**src/inc/dgp_pkg.sv**
```systemverilog
// Constants and register map of the dual port general purpose I/O block.
package dgp_pkg;

	// ------------------------------------------------------------
	// Register byte addresses
	// ------------------------------------------------------------
	localparam logic [7:0] DGP_FIRST_DATA_ADDR   = 8'h00;
	localparam logic [7:0] DGP_FIRST_DIR_ADDR    = 8'h04;
	localparam logic [7:0] DGP_FIRST_PULLUP_ADDR = 8'h08;
	localparam logic [7:0] DGP_SECOND_DATA_ADDR  = 8'h0c;
	localparam logic [7:0] DGP_SECOND_DIR_ADDR   = 8'h10;
	localparam logic [7:0] DGP_SECOND_PULLUP_ADDR = 8'h14;

	// ------------------------------------------------------------
	// Field layout
	// ------------------------------------------------------------
	localparam int DGP_FIRST_WIDTH    = 6;
	localparam int DGP_SECOND_WIDTH   = 8;
	localparam int DGP_IRQ_PIN_BIT    = 2;
	localparam int DGP_OSC_PIN_BIT    = 4;
	localparam int DGP_WAKEUP_BIT     = 6;
	localparam int DGP_OSC_ENABLE_BIT = 7;

	// ------------------------------------------------------------
	// Reset values
	// ------------------------------------------------------------
	localparam logic [5:0] DGP_FIRST_DIR_RESET    = 6'h00;
	localparam logic [5:0] DGP_FIRST_PULLUP_RESET = 6'h00;
	localparam logic       DGP_OSC_ENABLE_RESET   = 1'b0;
	localparam logic [7:0] DGP_SECOND_DIR_RESET   = 8'h00;
	localparam logic [7:0] DGP_SECOND_PULLUP_RESET = 8'h00;

	// ------------------------------------------------------------
	// Oscillator option codes
	// ------------------------------------------------------------
	typedef enum logic [1:0] {
		DGP_OSC_INTERNAL = 2'b00,
		DGP_OSC_EXTCLK   = 2'b01,
		DGP_OSC_RC       = 2'b10,
		DGP_OSC_CRYSTAL  = 2'b11
	} dgp_osc_mode_t;

endpackage

```
**src/design/dgp_gpio.sv**
```systemverilog
// Two general purpose I/O ports with an APB register interface.
`timescale 1ns/10ps
`default_nettype none

module dgp_gpio
	import dgp_pkg::*;
(
	input  wire logic        sys_clk,
	input  wire logic        rst_n,
	input  wire logic        psel,
	input  wire logic        penable,
	input  wire logic        pwrite,
	input  wire logic [7:0]  paddr,
	input  wire logic [31:0] pwdata,
	output logic             pready,
	output logic             pslverr,
	output logic      [31:0] prdata,
	input  wire logic        irq_function_enable,
	input  wire logic [1:0]  oscillator_mode,
	input  wire logic        wakeup_request_latch,
	input  wire logic        quadrupled_bus_clock,
	output logic             branch_irq_level_high,
	input  wire logic [5:0]  first_port_pin_in,
	output logic      [5:0]  first_port_pin_out,
	output logic      [5:0]  first_port_pin_oe,
	output logic      [5:0]  first_port_pullup_on,
	input  wire logic [7:0]  second_port_pin_in,
	output logic      [7:0]  second_port_pin_out,
	output logic      [7:0]  second_port_pin_oe,
	output logic      [7:0]  second_port_pullup_on
);

	// ------------------------------------------------------------
	// State
	// ------------------------------------------------------------
	typedef struct packed {
		logic [5:0]  first_data;
		logic [5:0]  first_dir;
		logic [5:0]  first_pullup;
		logic        osc_out_clock_enable;
		logic [7:0]  second_data;
		logic [7:0]  second_dir;
		logic [7:0]  second_pullup;
		logic [5:0]  first_sync1;
		logic [5:0]  first_sync2;
		logic [7:0]  second_sync1;
		logic [7:0]  second_sync2;
		logic [31:0] rdata;
	} dgp_state_t;

	dgp_state_t st;
	dgp_state_t next_st;

	logic        setup_phase;
	logic        write_access;
	logic        addr_mapped;
	logic        osc_clock_mode;
	logic        osc_owns_pin;
	logic        clock_on_pin;
	logic [5:0]  first_gpio_mask;
	logic [7:0]  first_read;
	logic [7:0]  second_read;
	logic [31:0] read_word;

	// ------------------------------------------------------------
	// Bus decode
	// ------------------------------------------------------------
	assign setup_phase  = psel && !penable;
	assign write_access = psel && penable && pwrite;

	always_comb begin
		case (paddr)
			DGP_FIRST_DATA_ADDR,
			DGP_FIRST_DIR_ADDR,
			DGP_FIRST_PULLUP_ADDR,
			DGP_SECOND_DATA_ADDR,
			DGP_SECOND_DIR_ADDR,
			DGP_SECOND_PULLUP_ADDR: addr_mapped = 1'b1;
			default: addr_mapped = 1'b0;
		endcase
	end

	// The slave never stretches the access phase.
	assign pready  = penable;
	assign pslverr = psel && penable && !addr_mapped;
	assign prdata  = st.rdata;

	// ------------------------------------------------------------
	// Oscillator pin ownership
	// ------------------------------------------------------------
	// Only internal and RC modes look at the enable bit.
	assign osc_clock_mode = (oscillator_mode == DGP_OSC_INTERNAL) || (oscillator_mode == DGP_OSC_RC);
	assign clock_on_pin   = osc_clock_mode && st.osc_out_clock_enable;
	// In crystal mode the pin belongs to the amplifier, so the port lets go of it.
	assign osc_owns_pin   = clock_on_pin || (oscillator_mode == DGP_OSC_CRYSTAL);

	always_comb begin
		first_gpio_mask = 6'h3f;
		first_gpio_mask[DGP_OSC_PIN_BIT] = !osc_owns_pin;
	end

	// ------------------------------------------------------------
	// Pin drive
	// ------------------------------------------------------------
	always_comb begin
		first_port_pin_out = st.first_data;
		first_port_pin_oe  = st.first_dir & first_gpio_mask;
		first_port_pin_oe[DGP_IRQ_PIN_BIT] = 1'b0;
		// The clock is muxed straight onto the pin; a flop would halve it.
		if (clock_on_pin) begin
			first_port_pin_out[DGP_OSC_PIN_BIT] = quadrupled_bus_clock;
			first_port_pin_oe[DGP_OSC_PIN_BIT]  = 1'b1;
		end
		first_port_pullup_on = st.first_pullup & ~st.first_dir & first_gpio_mask;
	end

	assign second_port_pin_out   = st.second_data;
	assign second_port_pin_oe    = st.second_dir;
	assign second_port_pullup_on = st.second_pullup & ~st.second_dir;

	// The branch instructions see the pin only while the irq function owns it.
	assign branch_irq_level_high = irq_function_enable ? st.first_sync2[DGP_IRQ_PIN_BIT] : 1'b1;

	// ------------------------------------------------------------
	// Read values
	// ------------------------------------------------------------
	always_comb begin
		first_read = 8'h00;
		for (int i = 0; i < DGP_FIRST_WIDTH; i++) begin
			first_read[i] = st.first_dir[i] ? st.first_data[i] : st.first_sync2[i];
		end
		first_read[DGP_IRQ_PIN_BIT] = irq_function_enable ? 1'b0 : st.first_sync2[DGP_IRQ_PIN_BIT];
		first_read[DGP_WAKEUP_BIT]  = wakeup_request_latch;
		second_read = (st.second_dir & st.second_data) | (~st.second_dir & st.second_sync2);
	end

	always_comb begin
		read_word = 32'h0000_0000;
		case (paddr)
			DGP_FIRST_DATA_ADDR:   read_word[7:0] = first_read;
			DGP_FIRST_DIR_ADDR:    read_word[5:0] = st.first_dir;
			DGP_FIRST_PULLUP_ADDR: begin
				read_word[5:0] = st.first_pullup;
				read_word[DGP_OSC_ENABLE_BIT] = st.osc_out_clock_enable;
			end
			DGP_SECOND_DATA_ADDR:   read_word[7:0] = second_read;
			DGP_SECOND_DIR_ADDR:    read_word[7:0] = st.second_dir;
			DGP_SECOND_PULLUP_ADDR: read_word[7:0] = st.second_pullup;
			default: read_word = 32'h0000_0000;
		endcase
	end

	// ------------------------------------------------------------
	// Next state
	// ------------------------------------------------------------
	always_comb begin
		next_st = st;
		// First stage feeds only the second stage.
		next_st.first_sync1  = first_port_pin_in;
		next_st.first_sync2  = st.first_sync1;
		next_st.second_sync1 = second_port_pin_in;
		next_st.second_sync2 = st.second_sync1;
		if (setup_phase && !pwrite) begin
			next_st.rdata = read_word;
		end
		if (write_access) begin
			case (paddr)
				// Latches take the write whatever the direction.
				DGP_FIRST_DATA_ADDR: next_st.first_data = pwdata[5:0];
				DGP_FIRST_DIR_ADDR:  next_st.first_dir  = pwdata[5:0];
				DGP_FIRST_PULLUP_ADDR: begin
					next_st.first_pullup         = pwdata[5:0];
					next_st.osc_out_clock_enable = pwdata[DGP_OSC_ENABLE_BIT];
				end
				DGP_SECOND_DATA_ADDR:   next_st.second_data   = pwdata[7:0];
				DGP_SECOND_DIR_ADDR:    next_st.second_dir    = pwdata[7:0];
				DGP_SECOND_PULLUP_ADDR: next_st.second_pullup = pwdata[7:0];
				default: next_st.rdata = st.rdata;
			endcase
		end
	end

	// ------------------------------------------------------------
	// Registers
	// ------------------------------------------------------------
	// Data latches are deliberately left out of the reset branch.
	always_ff @(posedge sys_clk or negedge rst_n) begin
		if (!rst_n) begin
			st.first_dir            <= DGP_FIRST_DIR_RESET;
			st.first_pullup         <= DGP_FIRST_PULLUP_RESET;
			st.osc_out_clock_enable <= DGP_OSC_ENABLE_RESET;
			st.second_dir           <= DGP_SECOND_DIR_RESET;
			st.second_pullup        <= DGP_SECOND_PULLUP_RESET;
			st.first_sync1          <= 6'h00;
			st.first_sync2          <= 6'h00;
			st.second_sync1         <= 8'h00;
			st.second_sync2         <= 8'h00;
			st.rdata                <= 32'h0000_0000;
		end else begin
			st <= next_st;
		end
	end

endmodule

`default_nettype wire

```
**config.mk**
```make
export PLATFORM = sky130hd
export DESIGN_NAME = dgp_gpio
export DESIGN_NICKNAME = d
export VERILOG_FILES = /design/src/inc/dgp_pkg.sv /design/src/design/dgp_gpio.sv
export SDC_FILE = /design/constraint.sdc
export NUM_CORES = 1
export LEC_CHECK = 0
export BUFFER_PORTS_ARGS = -buffer_cell sky130_fd_sc_hd__buf_2
export CORE_MARGIN = 4
export CORE_UTILIZATION = 49
export CTS_CLUSTER_DIAMETER = 30
export DETAILED_ROUTE_END_ITERATION = 8
export GPL_ROUTABILITY_DRIVEN = 0
export PLACE_DENSITY = 0.84
export SETUP_SLACK_MARGIN = 0.02
export SLEW_MARGIN = 5
export SYNTH_ARGS = -nofsm -noshare
export SYNTH_HDL_FRONTEND = slang
export SYNTH_SLANG_ARGS = --single-unit
```
**constraint.sdc**
```tcl
create_clock -name sys_clk -period 1.9 [get_ports sys_clk]
set_input_delay 0.095 -clock sys_clk [delete_from_list [all_inputs] [get_ports sys_clk]]
set_output_delay 0.095 -clock sys_clk [all_outputs]
set_load 0.01 [all_outputs]
```
== Word level (Yosys, flattened, before mapping) ==
Index checks and enable logic that the tools add are counted.

* Register bits after elaboration: 103
* Word-level logic and storage cells: 66
* Output and inout port bits: 77
* Input bits: 64

* Reductions and logical operators: 21
* Eq/ne operators: 8
* Multiplexer cells: 16
* Bitwise logic cells: 9

{| class="wikitable"
|+ Operators with widths
! cell !! count
|-
| $mux W32 || 3
|-
| $pmux W6 S6 || 1
|-
| $and A8 B8 Y8 || 3
|-
| $and A6 B6 Y6 || 3
|-
| $eq A8 B4 Y1 const B || 2
|-
| $eq A8 B5 Y1 const B || 2
|-
| $mux W1 || 10
|-
| $eq A8 B3 Y1 const B || 1
|-
| $logic_not A8 Y1 || 1
|-
| $not A8 Y8 || 1
|-
| $or A8 B8 Y8 || 1
|-
| $pmux W1 S4 || 2
|-
| $reduce_and A2 Y1 || 4
|-
| $logic_and A1 B1 Y1 || 6
|-
| $not A6 Y6 || 1
|-
| $reduce_and A3 Y1 || 2
|-
| $reduce_or A6 Y1 || 1
|-
| $eq A2 B2 Y1 const B || 2
|-
| $logic_not A1 Y1 || 4
|-
| $logic_not A2 Y1 || 1
|-
| $logic_or A1 B1 Y1 || 2
|-
| $ne A2 B2 Y1 const B || 1
|}

== Longest topological paths before layout ==
Gate-level depths: netlist of run 1.

* Word-level depth: 7
* Gate-level depth with buffers: 7
* Gate-level depth less buffers: 4

== Worst setup path after synthesis of run 1 ==
Ideal clock, no wire load.

* Kind: input-to-reg
* Start: input port paddr[5]
* End: register st (netlist bit first_port_pin_out[0]) (enable)
* Setup slack: 0.336 ns
* Buffers on the path: 0
* Setup time: 0.377 ns
* Required time: 1.523 ns
* Cell stages on the path: 2
* Arrival time: 1.188 ns
* Cells stage by stage: or4_4 > nor3_1

* Word-level cells in the longest chain between the ends: 2

{| class="wikitable"
|+ Ends and longest elaborated chain
! item !! RTL line !! source
|-
| start: declaration || dgp_gpio.sv:13 || <nowiki>input wire logic [7:0] paddr,</nowiki>
|-
| $logic_not A8 Y1 || dgp_gpio.sv:167 || <nowiki>case (paddr)</nowiki>
|-
| $reduce_and A3 Y1 (no source line) || n/a ||
|-
| end signal: assignment || dgp_gpio.sv:200 || <nowiki>st <= next_st;</nowiki>
|-
| end: declaration || dgp_gpio.sv:51 || <nowiki>dgp_state_t st;</nowiki>
|}

No other way between the ends.
A chain may end at the register's enable or synchronous reset.

== Worst setup path in the final report of run 1 ==
* Start: input port paddr[3]
* End: output port pslverr

* Word-level cells in the longest chain between the ends: 5
* Elaborated cells on any way between the ends: 10
* Those cells by class: 5 x eq/ne; 1 x mux; 4 x reduce/logical

{| class="wikitable"
|+ Ends and longest elaborated chain
! item !! RTL line !! source
|-
| $eq A8 B5 Y1 (tied with other cells) || dgp_gpio.sv:72 || <nowiki>case (paddr)</nowiki>
|-
| $reduce_or A6 Y1 (no source line) * || n/a ||
|-
| $mux W1 * || dgp_gpio.sv:72 ||
|-
| $logic_not A1 Y1 * || dgp_gpio.sv:85 || <nowiki>assign pslverr = psel && penable && !addr_mapped;</nowiki>
|-
| $logic_and A1 B1 Y1 * || dgp_gpio.sv:85 ||
|-
| end: declaration || dgp_gpio.sv:16 || <nowiki>output logic pslverr,</nowiki>
|}

Every way passes the cells marked *; elsewhere a longest branch is shown, timed or not.

==> results.ini, run 1 <==
[sta]
finalHoldViolCount = 0
rsz0062_at_grt = no
skew_ns = 0.00399
worst_pin_slew_ns = 0.641
maxSlewViolCount = 0
max_slew_margin_pct = 57.2
finalCriticalPeriod_ns = 1.55
finalSetupTns_ns = 0
worst_hold_slack_ns = 0.133
max_freq_ghz = 0.643
setup_viol = 0
worst_slack_ns = 0.345
period_share_pct = 81.8

[clock_network]
post_cts.repair.setup_buffers = 0
clockRootBuffer = clkbuf_8
htreeDepth = 3
post_cts_resized = 0
clk_latency_ns = 0.35
clk_pin_slew_ns = 0.07
cts_max_path_buffers = 2
numClockSinks = 79
cts_tree = built
cts_made_buffers = 9

[global_routing]
grt_start_max_net_pins = 52
grt_first_pass_wirelength_um = 13600
grt.overflow.total = 0
grt_use_total_pct = 20.4
grt_pass1_vias = 2691
grt_antenna_before_repair = 0

[route]
ant_nets = 0
first_pass_iters = 4
drc = 0
routed_wirelength_um = 8620
via_per_inst = 5.15
num_vias = 2580
drtIter0Drc = 123
routedWlPerCell_um = 17.2

[logic_synthesis]
async_flop_share_pct = 82.3
ys_seq_elements = 79
avgSynthCellArea_um2 = 12.4
dominantRegCellSynth = dfrtp_1
synth_cell_types = 46
syn_inst = 302
yosys_warnings = 0
netlist_area_um2 = 3730
synth_edf_count = 14
synth_seq_area_share_pct = 54.9

[final_layout]
drive_gt1_share_pct = 41.8
fillers = 596
layout_common_cells = buf_2 (91), dfrtp_1 (65), mux2_2 (36)
final_nets = 461
stdcell_count = 501
area_delta_synth_final_pct = 19.9
final_common_cell = buf_2
stdcell_area_um2 = 4470
n_antenna_cell = 0

[power_and_ir_drop]
irDropWorstVdd_mv = 0.553
powerDensity_nw_per_um2 = 768
p_leak_nw = 2.19

[placed_design]
dp_hpwl_um = 6130
dp_slack_ns = 0.190
dp_cells = 462
io_buffers = 91
dpl-instance-area_um2 = 4020

[floorplan]
dieArea_um2 = 9070
initial_utilization_pct = 50.9
dieWidth_um = 95.2
io-pin-count = 141
core-area_um2 = 7330
rows = 31
die_h_um = 95.2

[min_path]
hold_path_class = input pin to flip-flop

[status]
outcome = complete, no violations

[setup_path]
critical_path_class = input pin to output port
required_ns = 1.80
start_kind = input pin
end_kind = output port
crit_path_max_fanout = 6
arrival_ns = 1.46

[flow_run]
drv_cap = 0

flip-flops by register name, summed over array words and instances (netlist names):
register / count
st: 36
second_port_pin_oe: 8
prdata: 8
next_st: 14
second_port_pin_out: 8
first_port_pin_out: 5
logic make-up (layout without fill, tap and decap cells):
logic type	count (synthesis)	after routing	share of synthesized area (%)
flops	79	79	54.9
buf+inv	68	144	12.9
simple gates	67	67	11.6
mux	47	47	13.8
compound gates	39	39	6.47
other cells	1	25	0.101
xor+xnor	1	1	0.235
layout make-up:
type,count,area [um2],share of cell area [%]
clock buffers,13,159,3.55
clock inverters,3,65.1,1.45
inverters,1,3.75,0.0839
multi-input cells,179,1290,28.9
flip-flops and latches,79,2050,45.8
well taps,99,124,2.77
repair buffers,127,783,17.5
worst max-delay path, stage by stage:
cell	delay [ns]
buf_2	0.16
or3b_2	0.52
nor2_1	0.23
o21ai_0	0.10
and3_1	0.21
buf_2	0.14
layer usage:
| metal | vias to the layer above | wire length (um) | GRT usage (%) |
|---|---|---|---|
| met3 | 21 | 764 | 7.02 |
| met2 | 122 | 4220 | 32.6 |
| met5 | - | 0 | 0 |
| li1 | 1175 | - | - |
| met4 | 0 | 257 | 8.65 |
| met1 | 1262 | 3370 | 25.1 |
timing repair:
action	in CTS	in global routing
hold buffers	23	0
endpoints found under the hold margin	95	0
endpoints found under the setup margin	0	0
metrics by stage:
stage | total power, mW | util, %
4_1_cts | 3.46 | 61.0
6_report | 3.44 | 61.0
2_1_floorplan | 1.97 | -
5_1_grt | 3.57 | 61.0
3_5_place_dp | 2.05 | 54.8
3_3_place_gp | 2.04 | 54.8
Yosys cell counts, types with 2 or more instances:
cell type,instances,area [um2]
nor3_1,5,25.0
a22oi_1,3,22.5
nor2b_1,15,93.8
or4b_2,2,20.0
nor2_1,10,37.5
dfrtp_1,65,1630
a211oi_1,2,15.0
nand3_1,3,15.0
edfxtp_1,14,420
o21ai_0,11,55.1
a21oi_1,14,70.1
mux2_2,36,405
buf_1,2,7.51
buf_4,59,443
clkbuf_1,2,7.51
or3b_2,5,43.8
mux2i_1,11,110
nand2_1,9,33.8
and4_1,2,17.5
buf_2,4,20.0
and3_1,3,18.8
report_power, final:
part | internal (mW) | switching [mW]
sequential | 1.76 | 0.0181
combinational | 0.121 | 0.157
clock | 0.811 | 0.568
total | 2.69 | 0.744
worst paths after layout:
kind,start,to,slack (ns),depth (start not counted)
setup / recovery,paddr[3],pslverr,0.35,6
hold reg to reg,next_st[37],st[37],0.35,0
max in group asynchronous,rst_n,st[90],1.01,3
hold / removal,pwrite,prdata[4],0.13,4
setup reg to reg,st[94],prdata[3],0.43,4
min in group asynchronous,rst_n,prdata[3],0.28,3
Note: power is estimated with default switching activity, not from simulation.
==> inputs of run 2 (changes only) <==
--- a/config.mk
+++ b/config.mk
@@ -7,11 +7,11 @@
 export LEC_CHECK = 0
 export BUFFER_PORTS_ARGS = -buffer_cell sky130_fd_sc_hd__buf_2
 export CORE_MARGIN = 4
-export CORE_UTILIZATION = 49
+export CORE_UTILIZATION = 44
 export CTS_CLUSTER_DIAMETER = 30
 export DETAILED_ROUTE_END_ITERATION = 8
 export GPL_ROUTABILITY_DRIVEN = 0
-export PLACE_DENSITY = 0.84
+export PLACE_DENSITY = 0.8
 export SETUP_SLACK_MARGIN = 0.02
 export SLEW_MARGIN = 5
 export SYNTH_ARGS = -nofsm -noshare
==> constraint.sdc (replaced) <==
create_clock -name sys_clk -period 1.36 [get_ports sys_clk]
set_input_delay 0.068 -clock sys_clk [delete_from_list [all_inputs] [get_ports sys_clk]]
set_output_delay 0.068 -clock sys_clk [all_outputs]
set_load 0.01 [all_outputs]
==> results.ini, run 2 (synthesized netlist as in run 1, its figures left out) <==
[min_path]
hold_path_class = input pin to async pin

[clock_network]
htreeDepth = 3
clk_pin_slew_ns = 0.08
numClockSinks = 79
cts_tree = built
cts_made_buffers = 9
clockRootBuffer = clkbuf_8
cts_max_path_buffers = 2
clk_latency_ns = 0.35

[sta]
setup_viol = 2
finalHoldViolCount = 0
rsz0062_at_grt = yes
worst_slack_ns = -0.0744
finalSetupTns_ns = -0.0946
finalCriticalPeriod_ns = 1.43
skew_ns = 0.0118
period_share_pct = 105
maxSlewViolCount = 0
max_freq_ghz = 0.697

[final_layout]
area_delta_synth_final_pct = 27.4
drive_gt1_share_pct = 47.3
final_common_cell = buf_2
stdcell_count = 534
largest-register = st
largest_reg_flops = 36
layout_common_cells = buf_2 (90), dfrtp_1 (65), buf_4 (39)
final_nets = 489
utilization_pct = 57.8
n_antenna_cell = 0
fillers = 654

[route]
first_pass_iters = 4
ant_nets = 0
routedWlPerCell_um = 16.4
num_vias = 2634
via_per_inst = 4.93
routed_wirelength_um = 8740
drtIter0Drc = 128
drc = 0

[global_routing]
grt_first_pass_wirelength_um = 13700
grt_antenna_before_repair = 0
grt_use_total_pct = 17.9
grt_pass1_vias = 2706
grt_start_max_net_pins = 65
grt.overflow.total = 0

[setup_path]
crit-reg2reg-capture = prdata[0]
required_ns = 1.29
crit_path_max_fanout = 3
start_kind = flip-flop
end_kind = output port
reg2reg_depth = 4
reg2reg_from = st[91]
arrival_ns = 1.37
critical_path_class = flip-flop to output port
crit_start = st[84]
r2r_setup_slack_ns = 0.08

[placed_design]
io_buffers = 91
dp_hpwl_um = 6480
dp_slack_ns = -0.214
dp_cells = 494

[power_and_ir_drop]
p_leak_nw = 2.34
finalPower_mw = 4.79
p_sw_mw = 1.09
seqPwrFrac_pct = 51.9
powerDensity_nw_per_um2 = 1010
switching_share_pct = 22.7
irDropWorstVdd_mv = 0.746
p_comb_share_pct = 9.3
intPower_mw = 3.70
p_clk_share_pct = 38.8

[floorplan]
io-pin-count = 141
die_h_um = 100
rows = 33
dieArea_um2 = 10000
core-area_um2 = 8220
dieWidth_um = 100
initial_utilization_pct = 45.4

[status]
outcome = finished, violations left
violations = setup timing

[flow_run]
drv_cap = 0

run 2: changes by cell type in the layout (fill, tap and decap cells not counted), moves of 2 or more:
cell / delta
nor3_2: +2
buf_12: +2
o21ai_1: +2
nor3_1: -2
o21ai_0: -2
buf_4: +26
clkbuf_8: -2
run 2: worst max path at each step:
stage	cells after the start	endpoint
floorplan	2	first_port_pin_out[0]
global placement	5	st[101]
detailed placement	5	first_port_pin_out[5]
CTS	3	first_port_pin_out[4]
global route	4	first_port_pullup_on[4]
finish	3	first_port_pin_out[4]
run 2: final cells by class:
cell class / instances / area, um2 / area share [%]
inverters: 1 / 3.75 / 0.0790
clock buffers: 10 / 128 / 2.69
multi-input cells: 179 / 1340 / 28.1
flip-flops and latches: 79 / 2050 / 43.1
clock inverters: 5 / 81.3 / 1.71
repair buffers: 155 / 1020 / 21.6
well taps: 105 / 131 / 2.76
run 2: worst max-delay path, cell delays in order, from the launching register on:
cell     delay (ns)
dfrtp_1        0.40
nor2b_4        0.19
mux2_4         0.31
buf_6          0.12
run 2: stage by stage:
step / hold slack [ns] / cell area, um2
finish: 0.0693 / 4750
global route: 0.0721 / 4750
CTS: 0.0607 / 4740
detailed placement: -0.0888 / 4270
global placement: -0.0891 / 4270
floorplan: -0.228 / 3840
run 2: timing repair:
item                                    CTS  global route
buffers inserted                          2             1
hold buffers                             23             0
gates cloned                              0             0
endpoints found under the setup margin    4             7
pin swaps                                 3             1
resized for setup                         6             2
endpoints found under the hold margin    95             0
run 2: metal layers:
layer,routed length (um),track usage (%),vias to the layer above
li1,-,-,1238
met1,3610,23.0,1254
met2,4240,28.5,128
met3,723,5.49,14
met4,166,7.36,0
met5,0,0,-
run 2: power by group through the flow:
stage                     registers, mW  clock network [mW]  logic (mW)
after global placement             2.53                   0       0.376
after CTS                          2.49                1.88       0.442
after global routing               2.49                1.98       0.490
after detailed placement           2.53                   0       0.387
after floorplan                    2.53                   0       0.226
final                              2.49                1.86       0.444
